## src/gpiop_defs.vh

```
// Purpose: constants for the general-purpose io port
// Assumes: 8-bit indexed register port
// Notes:   offsets are register indices
`ifndef GPIOP_DEFS_VH
`define GPIOP_DEFS_VH
`define GPIOP_ADDR_W        8
`define GPIOP_OFS_DATA_A    8'h90
`define GPIOP_OFS_DIR_A     8'h91
`define GPIOP_OFS_DATA_B    8'h92
`define GPIOP_OFS_DIR_B     8'h93
`define GPIOP_LINES_W       6
`define GPIOP_BIT_KBC_EN    7
`define GPIOP_BIT_DREQ_MUX  7
`define GPIOP_BIT_DACK_ENC  6
`define GPIOP_RST_DATA      6'h00
`define GPIOP_RST_DIR       6'h00
`define GPIOP_RST_MODE      1'h0
`endif

```

## src/gpiop_port.v

```verilog
// Purpose: twelve general-purpose lines in two banks of six, with mode bits
// Assumes: inputs synchronous to sys_clk_i only for timing; two-flop sync still used
// Notes:   reads return data one cycle after the read strobe
`timescale 1ns/100ps
`include "gpiop_defs.vh"

// Notes on behaviour
// - bank a output lines 0-5 driven from data register a bits 0-5
// - bank a input lines read back their sampled level in data register a
// - direction a bits 0-5: 0 input, 1 output; reset all inputs
// - direction b bits 0-5 control lines 6-11; reset all inputs
// - bank b output lines 6-11 driven from data register b bits 0-5
// - bank b input lines read back their sampled level in data register b
// - data a bit 7 routes keyboard controller ports to outputs; reset off
// - data b bit 7 selects multiplexed dma request mode; reset normal
// - data b bit 6 selects encoded dma acknowledge mode; reset normal
module gpiop_port (
    // clock and reset
    input  wire        sys_clk_i,
    input  wire        nrst_i,
    // register port
    input  wire [7:0]  reg_addr_i,
    input  wire [7:0]  reg_wdata_i,
    input  wire        reg_wr_i,
    input  wire        reg_rd_i,
    output reg  [7:0]  reg_rdata_o,
    // general-purpose lines, bank a is 0-5 and bank b is 6-11
    input  wire [11:0] gpio_in_i,
    output wire [11:0] gpio_out_o,
    output wire [11:0] gpio_oe_o,
    // keyboard controller port steering
    input  wire [11:0] kbc_out_i,
    input  wire [11:0] kbc_oe_i,
    // keyboard routing and dma pin modes
    output wire        kbc_route_o,
    output wire        dreq_mux_o,
    output wire        dack_enc_o
);

    reg  [5:0]  data_a_r;
    reg  [5:0]  dir_a_r;
    reg  [5:0]  data_b_r;
    reg  [5:0]  dir_b_r;
    reg         kbc_en_r;
    reg         dreq_mux_r;
    reg         dack_enc_r;
    reg  [11:0] sync1_r;
    reg  [11:0] sync2_r;
    reg  [7:0]  rdata_nxt;
    wire [11:0] dir_all;
    wire [11:0] data_all;

    // output bits from storage, input bits from the synchronised pin level
    function [5:0] merge;
        input [5:0] dir;
        input [5:0] stored;
        input [5:0] pins;
        begin
            merge = (dir & stored) | (~dir & pins);
        end
    endfunction

    assign dir_all  = {dir_b_r, dir_a_r};
    assign data_all = {data_b_r, data_a_r};
    // keyboard controller takes the lines over when routed
    assign gpio_out_o = kbc_en_r ? kbc_out_i : data_all;
    assign gpio_oe_o  = kbc_en_r ? kbc_oe_i : dir_all;
    assign kbc_route_o = kbc_en_r;
    // modes only advertise the pins; board logic must be fitted first
    assign dreq_mux_o = dreq_mux_r;
    assign dack_enc_o = dack_enc_r;

    // two-flop synchroniser, first stage read only by second
    always @(posedge sys_clk_i) begin
        if (!nrst_i) begin
            sync1_r <= 12'h000;
            sync2_r <= 12'h000;
        end else begin
            sync1_r <= gpio_in_i;
            sync2_r <= sync1_r;
        end
    end

    always @(posedge sys_clk_i) begin
        if (!nrst_i) begin
            data_a_r   <= `GPIOP_RST_DATA;
            dir_a_r    <= `GPIOP_RST_DIR;
            data_b_r   <= `GPIOP_RST_DATA;
            dir_b_r    <= `GPIOP_RST_DIR;
            kbc_en_r   <= `GPIOP_RST_MODE;
            dreq_mux_r <= `GPIOP_RST_MODE;
            dack_enc_r <= `GPIOP_RST_MODE;
        end else if (reg_wr_i) begin
            // reserved bits are simply not stored
            case (reg_addr_i)
                `GPIOP_OFS_DATA_A: begin
                    data_a_r <= reg_wdata_i[5:0];
                    kbc_en_r <= reg_wdata_i[`GPIOP_BIT_KBC_EN];
                end
                `GPIOP_OFS_DIR_A: begin
                    dir_a_r <= reg_wdata_i[5:0];
                end
                `GPIOP_OFS_DATA_B: begin
                    data_b_r   <= reg_wdata_i[5:0];
                    dreq_mux_r <= reg_wdata_i[`GPIOP_BIT_DREQ_MUX];
                    dack_enc_r <= reg_wdata_i[`GPIOP_BIT_DACK_ENC];
                end
                `GPIOP_OFS_DIR_B: begin
                    dir_b_r <= reg_wdata_i[5:0];
                end
                default: begin
                end
            endcase
        end
    end

    always @* begin
        rdata_nxt = 8'h00;
        case (reg_addr_i)
            `GPIOP_OFS_DATA_A:
                rdata_nxt = {kbc_en_r, 1'b0,
                             merge(dir_a_r, data_a_r, sync2_r[5:0])};
            `GPIOP_OFS_DIR_A:
                rdata_nxt = {2'b00, dir_a_r};
            `GPIOP_OFS_DATA_B:
                rdata_nxt = {dreq_mux_r, dack_enc_r,
                             merge(dir_b_r, data_b_r, sync2_r[11:6])};
            `GPIOP_OFS_DIR_B:
                rdata_nxt = {2'b00, dir_b_r};
            default:
                rdata_nxt = 8'h00;
        endcase
    end

    // read data stand only in the cycle after the strobe
    always @(posedge sys_clk_i) begin
        if (!nrst_i) begin
            reg_rdata_o <= 8'h00;
        end else if (reg_rd_i) begin
            reg_rdata_o <= rdata_nxt;
        end else begin
            reg_rdata_o <= 8'h00;
        end
    end

endmodule

```

## config.mk

```make
export PLATFORM = sky130hd
export DESIGN_NAME = gpiop_port
export DESIGN_NICKNAME = d
export VERILOG_FILES = /design/src/gpiop_port.v
export VERILOG_INCLUDE_DIRS = /design/src
export SDC_FILE = /design/constraint.sdc
export NUM_CORES = 1
export LEC_CHECK = 0
export BUFFER_PORTS_ARGS = -buffer_cell sky130_fd_sc_hd__buf_2
export CORE_MARGIN = 3
export CORE_UTILIZATION = 40
export DETAILED_ROUTE_END_ITERATION = 10
export HOLD_SLACK_MARGIN = 0.03
export PLACE_DENSITY = 0.67
export SLEW_MARGIN = 20
export SYNTH_ARGS = -nofsm -noshare
export SYNTH_HDL_FRONTEND = slang
export SYNTH_SLANG_ARGS = --single-unit
```

## constraint.sdc

```tcl
create_clock -name sys_clk_i -period 2.96 [get_ports sys_clk_i]
set_input_delay 0.148 -clock sys_clk_i [delete_from_list [all_inputs] [get_ports sys_clk_i]]
set_output_delay 0.148 -clock sys_clk_i [all_outputs]
set_load 0.03 [all_outputs]
```

### Yosys cells after proc, flatten, opt, wreduce, memory -nomap -nowiden

Cells that the tools add are included.

| cells by class | value |
|---|---|
| eq/ne operators | 4 |
| bitwise gates (word level) | 8 |
| reductions and logical operators | 5 |
| muxes and demuxes | 3 |

Operators by type and width:

| kind | count |
|---|---|
| $eq 8x8->1 const B | 4 |
| $pmux 8 s4 | 1 |
| $and 6x6->6 | 4 |
| $mux 12 | 2 |
| $not 6->6 | 2 |
| $or 6x6->6 | 2 |
| $reduce_and 2->1 | 5 |

| word-level totals | value |
|---|---|
| register bits after elaboration | 59 |
| output and inout bits | 35 |
| word-level logic and storage cells | 30 |
| bits of input ports | 56 |

### Depth between registers and ports, before layout

Gate-level depths: netlist of run 1.

| logic depth | value |
|---|---|
| word-level depth | 4 |
| mapped depth | 5 |
| mapped depth without buffers | 3 |

### Worst setup path before layout of run 1

Ideal clock, no wire load.

| timing path | value |
|---|---|
| kind | reg-to-output |
| start | register kbc_en_r, in the netlist kbc_route_o |
| end | output gpio_oe_o[0] |
| stages on the path, launching flop included | 4 |
| setup slack | 1437 ps |
| buffers on the path | 2 |
| required time | 2812 ps |
| data arrival time | 1375 ps |
| cell sequence | dfxtp_1 > buf_2 > buf_2 > mux2_2 |

| between the ends | value |
|---|---|
| longest elaborated chain between the ends | 1 |

Ends and longest elaborated chain:

| item | RTL line | RTL |
|---|---|---|
| start: declaration | gpiop_port.v:44 | `reg kbc_en_r;` |
| start signal: assignment | gpiop_port.v:90 | `` kbc_en_r <= `GPIOP_RST_MODE; `` |
| start signal: assignment | gpiop_port.v:98 | `` kbc_en_r <= reg_wdata_i[`GPIOP_BIT_KBC_EN]; `` |
| $mux 12 | gpiop_port.v:67 | `assign gpio_oe_o = kbc_en_r ? kbc_oe_i : dir_all;` |
| end: declaration | gpiop_port.v:30 | `output wire [11:0] gpio_oe_o,` |

Every way passes these cells.

### Worst setup path after layout of run 1

| timing path | value |
|---|---|
| start | register kbc_en_r, in the netlist kbc_route_o |
| end | output gpio_oe_o[3] |

The elaborated chain is that of the path after synthesis.

==> summary.md, run 1 <==
| Metric | Value |
|---|---|
| Chip height | ~85 microns |
| CTS clk-pin slew, worst paths | about 70 ps |
| DRC errors left | 0 |
| Slew Viols, Final | 0 |
| Final HPWL DP | between 4000 and 5000 microns |
| Unrepaired setup endpoints after global routing | false |
| HP Class | primary input to register |
| Post-Layout Inst Area | roughly 3300 sq um |
| Latest clock arrival within the worst-skew pair | about 330 ps |
| Setup_tns | 0 ps |
| Crit path cell chain | buf_4 -> mux2_2 -> buf_2 |
| Worst Path Buf+Inv | 2 |
| Antenna violations before repair | 0 |
| Worst path depth | 3 |
| Final period util | approximately 62% |
| Req. time, crit path | 2810 ps |
| Synth-to-layout area growth | 31.2% |
| # rows | 28 |
| Worst EP arrival | about 1700 ps |
| Leak pwr | about 1.6 nW |
| R2R depth | 3 |
| Die Width | ~85 microns |
| VDD IR max | roughly 0.30 mV |
| Vias in the first global route | approximately 1.9k |
| Final setup viols | 0 |
| Routability cong. | around 0.8 |
| Ports | roughly 90 |
| Worst Skew | around 5.2 ps |
| Ys Warns | 0 |
| Max-cap check violation count | 0 |
| Syn Inst Count | roughly 240 |
| Vias post-DR | 1995 |
| Layout fillers | ~550 |
| Core outline area | 5990 sq um |
| Period minus WS final | between 1500 and 2000 ps |
| Final hold viol count | 0 |
| Critical Path Max Stage Delay | 460 ps |
| Worst hold start | reg_wdata_i[6] |
| Post_cts resized | 0 |
| Iter 0 DRT Violations | 100 |
| Sequential share of the synthesized area | between 40% and 50% |
| Post-Syn Area | around 2500 sq um |
| Mean Syn Cell Area | between 10 and 15 sq um |
| Critical path class | register to output pin |
| Area post-placement | between 2000 and 3000 sq um |
| CP max FO | 22 |
| DRT antenna net count | 0 |
| Cts bufs inserted | 9 |
| Initial core utilization | a little over two fifths |
| Global Route Usage Sum | 16.5% |
| Worst slew pin tran | roughly 550 ps |
| Final net count | 396 |
| Worst r2r dst | kbc_route_o |
| Pin count of the biggest net entering global routing | 42 |
| Crit end category | output pin |
| R2R Setup Slk | 1760 ps |
| CTS H-tree lvls | 3 |
| Syn Nets | about 300 |
| Worst Hold End | dack_enc_o |
| Unique masters post-synth | 24 |
| First-pass GRT wire length | 9290 microns |
| CTS tree | yes |
| Status | completed |
| # diodes | 0 |
| Routed vias/inst | between 4 and 5 |
| Max frequency | about 540 MHz |
| Total Wirelength | approximately 5800 microns |
| Total gr overflow | 0 |
| Worst hold stages | 3 |
| FF+latch count, synth | 59 |
| Critical Path Start | kbc_route_o |
| Largest buffer count on any clock path | 2 |
| Layout cell share with drive strength beyond 1 | around 40% |
| Number of port buffers | 90 |
| Clock tree sinks | between 50 and 60 |
| Wirelength per Cell | 13.8 microns |
| Crit path max-delay cell type | dfxtp_1 |
| Die ar. | ~7200 sq um |
| PD cells | 498 nW/um^2 |
| Headroom to the max-slew limit | a little over three fifths |
| RR Startpoint | kbc_route_o |
| Worst setup SP type | register |
| Drt pass-1 iters | 4 |
| Root buf cell | clkbuf_8 |
| Top delay family on crit path | buffers and inverters |
## power by group
part / internal [W] / total (W) / leakage, nW / switching (W)
combinational: 0.0000522 / 0.000101 / 1.05 / 0.0000492
clock: 0.000409 / 0.000722 / 0.0905 / 0.000313
sequential: 0.000809 / 0.000813 / 0.480 / 0.00000324
total: 0.00127 / 0.00164 / 1.62 / 0.000365
## state kept, by name, indices dropped and copies added, names as in the netlist
| register | flops |
|---|---|
| data_b_r | 6 |
| dir_b_r | 6 |
| data_a_r | 6 |
| sync2_r | 12 |
| sync1_r | 12 |
| reg_rdata_o | 8 |
| kbc_route_o | 1 |
| dack_enc_o | 1 |
| dreq_mux_o | 1 |
| dir_a_r | 6 |
## placed cells by master (no fill, tap or decap), types with 2 or more instances in the layout
cell type      count
a21o_1             6
and2_1            24
nor3b_1            6
clkbuf_8          10
nand4_4            2
buf_2             90
nor4_1             2
o21ai_0           12
mux2_2            24
dfxtp_1           59
clkinvlp_4         4
or3b_1             6
dlygate4sd3_1     10
o21a_1             6
a21oi_1            6
nand3_2            2
buf_4              2
mux2i_1           28
nand2_1           38
## metal layers
metal	share of wire, %	GRT usage (%)
met5	0	0
met4	0.12	3.45
met3	6.7	6.02
met2	49	27.6
met1	44	20.4
## synth_stat cells
| library cell | number | area share, % |
|---|---|---|
| nor4_1 | 2 | 0.50 |
| and2b_1 | 1 | 0.30 |
| a21oi_1 | 6 | 1.2 |
| dfxtp_1 | 59 | 47 |
| nand4_4 | 2 | 1.7 |
| buf_2 | 7 | 1.4 |
| and2_1 | 24 | 6.0 |
| mux2_2 | 24 | 11 |
| nand2_1 | 38 | 5.7 |
| o21a_1 | 6 | 1.8 |
| buf_6 | 1 | 0.45 |
| nand3_2 | 2 | 0.80 |
| nor2_1 | 1 | 0.15 |
| clkbuf_1 | 7 | 1.0 |
| nor3_2 | 1 | 0.40 |
| nor3b_1 | 6 | 1.8 |
| a21o_1 | 6 | 1.8 |
| buf_4 | 1 | 0.30 |
| and4bb_2 | 1 | 0.50 |
| nand4_1 | 1 | 0.25 |
| or3b_1 | 6 | 2.1 |
| mux2i_1 | 28 | 11 |
| o21ai_0 | 12 | 2.4 |
| and3_1 | 1 | 0.25 |
## cells by family after synthesis
group           count (synthesis)  share of synthesized area [%]
mux                            52                           22.0
simple gates                   86                           20.4
compound gates                 30                           7.20
buf+inv                        16                           3.20
flops                          59                           47.2
## worst reg2reg max path, delay by kind of cell (launching register included)
kind,cells,cell delay (ps)
DFF,1,460
buffers and inverters,1,350
muxes,1,210
and+or+nand+nor,1,100
## cell type report
cell class / count / area, sq um / area share (%)
multi-input cells: 168 / 1240 / 37.8
flip-flops and latches: 59 / 1180 / 35.9
repair buffers: 102 / 566 / 17.2
clock buffers: 10 / 138 / 4.19
well taps: 75 / 93.8 / 2.86
clock inverters: 6 / 65.1 / 1.98
## repair_timing
action,4_1_cts,5_1_grt
hold endpoints to repair,10,0
setup buffers,0,0
hold buffers,10,0
## stage by stage
stage	cells	worst slack (ps)	util (%)	total power (W)	hold slack, ps
2_1_floorplan	243	1440	-	0.000879	275
3_3_place_gp	394	1410	49.8	0.000921	354
3_5_place_dp	394	1420	49.8	0.000922	357
4_1_cts	420	1090	54.8	0.00166	35.3
5_1_grt	420	1010	54.8	0.00171	43.8
6_report	420	1110	54.8	0.00164	55.6
## worst max-delay path by stage
stage | slack, ps | endpoint
after detailed placement | 1420 | kbc_route_o
after global placement | 1410 | kbc_route_o
final | 1110 | gpio_oe_o[3]
after floorplan | 1440 | gpio_oe_o[0]
after CTS | 1090 | gpio_out_o[0]
after global routing | 1010 | gpio_out_o[3]
Note: power is estimated with default switching activity, not from simulation.
==> run 2: changes to the inputs <==
Settings changed: ABC_AREA set to 1, PLACE_DENSITY 0.67 to 0.65.
Clock period 2.96 ns to 1.75 ns, I/O delays scaled along.
==> run 2 against run 1 <==
Global-route usage is 1.2 points higher. Count of clock-buffer cells in the layout stayed put. Sequential share of layout area is 4.0 points lower. Synthesized cell count is 77% higher.
==> summary.md, run 2 <==
| Metric | Value |
|---|---|
| Status | completed |
| Simple-Gate Fraction of Synth Area | 39.6% (+19 points) |
| Antenna violations before repair | 0 (unchanged) |
| FF+latch count, synth | 59 (unchanged) |
| Most common cell in the netlist | nand2_1 |
| Final period util | around 91% |
| Post-Syn Area | 2830 sq um (+13%) |
| Total gr overflow | 0 (unchanged) |
| Synth cell count leaders | nand2_1, inv_1, nor2_1, dfxtp_1, nand3_1 |
| Post-synthesis mux area share | 2.38% (-20 points) |
| CP max FO | 33 (+50%) |
| Postcts setup bufs | 0 (unchanged) |
| RR Startpoint | dir_b_r[2] |
| Final hold viol count | 0 (unchanged) |
| Number of port buffers | 90 (unchanged) |
| Pin count of the biggest net entering global routing | 34 (-19%) |
| XOR/XNOR Fraction of Synth Area | 0% (unchanged) |
| Unrepaired setup endpoints after global routing | false |
| Headroom to the max-slew limit | 73.8% (+11 points) |
| Chip height | 90.2 microns (+5.9%) |
| Clock tree sinks | 59 (unchanged) |
| Routed vias/inst | 4.31 (-9.3%) |
| Initial core utilization | 41.5% (-0.31 points) |
| Final HPWL DP | 5120 microns (+26%) |
| Crit path max-delay cell type | mux2_2 |
| Biggest registers after layout | sync1_r: 12 flops, sync2_r: 12 flops, reg_rdata_o: 8 flops |
| Cts bufs inserted | 9 (unchanged) |
| Synth-to-layout area growth | 30.6% |
| Final net count | 590 (+49%) |
| Root buf cell | clkbuf_8 |
| Slew Viols, Final | 0 (unchanged) |
| Max frequency | 627 MHz |
| Worst Path Buf+Inv | 2 (unchanged) |
| Worst setup SP type | register |
| DRC errors left | 0 (unchanged) |
| Post-synthesis compound-gate area fraction | 3.36% (-3.8 points) |
| Vias in the first global route | 2602 (+37%) |
| Worst EP arrival | 1510 ps (-190 ps) |
| Syn Nets | 486 (+63%) |
| Total Wirelength | 6870 microns (+18%) |
| Worst Hold Slack | 45.2 ps (-10.3 ps) |
| Worst Skew | 5.21 ps (+0.00544 ps) |
| Crit path cell chain | buf_4 -> mux2_2 -> buf_2 |
| Post_cts resized | 0 (unchanged) |
| # rows | 30 (+7.1%) |
| CTS clk-pin slew, worst paths | 70 ps (about the same) |
| Core outline area | 6830 sq um (+14%) |
| Die ar. | 8130 sq um (+12%) |
| Post-Layout Inst Area | 3700 sq um (+13%) |
| Iter 0 DRT Violations | 138 (+38%) |
| Global Route Usage Sum | 17.7% (+1.2 points) |
| Ys Warns | 0 (unchanged) |
| Largest area contributor in the netlist | dfxtp_1 |
| Unique masters post-synth | 19 (-21%) |
| Syn Inst Count | 430 (+77%) |
| Area post-placement | 3330 sq um (+11%) |
| Area contributors post-synth | dfxtp_1, nand2_1, inv_1, nor2_1, nand3_1 |
| CTS Hold Buffers Added | 13 (+3) |
| CTS H-tree lvls | 3 (unchanged) |
| Ys flop type | dfxtp_1 |
| Die Width | 90.2 microns (+5.9%) |
| Largest family of logic cells by synthesized area | simple AND/OR/NAND/NOR gates |
| HP Class | primary input to register |
| Layout cell share with drive strength beyond 1 | 24.7% (-15 points) |
| Mean Syn Cell Area | 6.59 sq um (-36%) |
| DRT antenna net count | 0 (unchanged) |
| Final Util | 54.2% (-0.65 points) |
| Ports | 91 (unchanged) |
| Worst slew pin tran | 392 ps (-163 ps) |
| Post-synth EDFFs | 0 (unchanged) |
| Leading cell types in the layout, fill and taps excluded | nand2_1, buf_2, inv_1, nor2_1, dfxtp_1 |
| Max-cap check violation count | 0 (unchanged) |
| Latest clock arrival within the worst-skew pair | 330 ps (about the same) |
| Async set-reset flop share out of synthesis | 0% (unchanged) |
| Critical Path Max Stage Delay | 370 ps (-90 ps) |
| Crit end category | output pin |
| PD cells | 806 nW/um^2 (+62%) |
| First-pass GRT wire length | 11700 microns (+26%) |
| Final setup viols | 0 (unchanged) |
| Top delay family on crit path | buffers and inverters |
| Wirelength per Cell | 10.8 microns (-22%) |
| Worst hold start | reg_wdata_i[0] |
| Period minus WS final | 1600 ps |
| Adder-cell share of the synthesized area | 0% (unchanged) |
| # diodes | 0 (unchanged) |
| Synth top area share | 41.7% (-5.5 points) |
| Commonest non-fill, non-tap cell in the layout | nand2_1 |
| Critical Path Start | kbc_route_o |
| Leak pwr | 2.09 nW (+29%) |
| Routability cong. | 0.792 (-0.79%) |
| Critical path class | register to output pin |
| VDD IR max | 0.484 mV (+59%) |
| Setup_tns | 0 ps (unchanged) |
| Largest buffer count on any clock path | 2 (unchanged) |
| Req. time, crit path | 1660 ps (-1150 ps) |
| Vias post-DR | 2736 (+37%) |
| CTS tree | yes |
| Sequential share of the synthesized area | 41.7% (-5.5 points) |
| Drt pass-1 iters | 4 (unchanged) |
==> run 2: worst reg2reg max path, delay by kind of cell (launching register included) <==
kind	cells	cell delay [ps]
DFF	1	390
and+or+nand+nor	6	390
buffers and inverters	1	80
==> run 2: worst paths after layout <==
check,end,slack (ps),cells past startpoint
setup reg to reg,reg_rdata_o[2],760,7
hold / removal,dir_b_r[0],50,3
setup / recovery,gpio_out_o[1],150,3
hold reg to reg,sync2_r[3],410,2
==> run 2: per-stage QoR <==
| step | instances | worst slack [ps] | power [W] |
|---|---|---|---|
| 6_report | 635 | 155 | 0.00298 |
| 5_1_grt | 635 | 46.1 | 0.00311 |
| 4_1_cts | 633 | 132 | 0.00301 |
| 3_5_place_dp | 604 | 339 | 0.00160 |
| 3_3_place_gp | 604 | 353 | 0.00160 |
| 2_1_floorplan | 430 | 130 | 0.00151 |
==> run 2: kinds of logic after synthesis <==
logic type | count (synthesis)
simple gates | 262
buf+inv | 84
flops | 59
compound gates | 19
mux | 6
==> run 2: power breakdown <==
group	leakage [nW]	total, W	internal (W)	switching [W]
Sequential	0.480	0.00138	0.00137	0.00000726
Clock	0.108	0.00139	0.000840	0.000549
Combinational	1.50	0.000218	0.0000990	0.000119
==> run 2: routing by layer <==
metal  global-route usage (%)  up-vias  wire length (microns)
met3                     4.94        5                    345
met1                     21.2     1197                   3000
met2                     31.5       61                   3470
met5                        0        -                      0
li1                         -     1473                      -
met4                     4.21        0                     53
==> run 2: area by class of cell <==
class / count / area (sq um)
clock buffers: 10 / 138
clock inverters: 6 / 88.8
fillers: 705 / 3130
inverters: 67 / 251
multi-input cells: 287 / 1280
flip-flops and latches: 59 / 1180
well taps: 96 / 120
repair buffers: 110 / 638
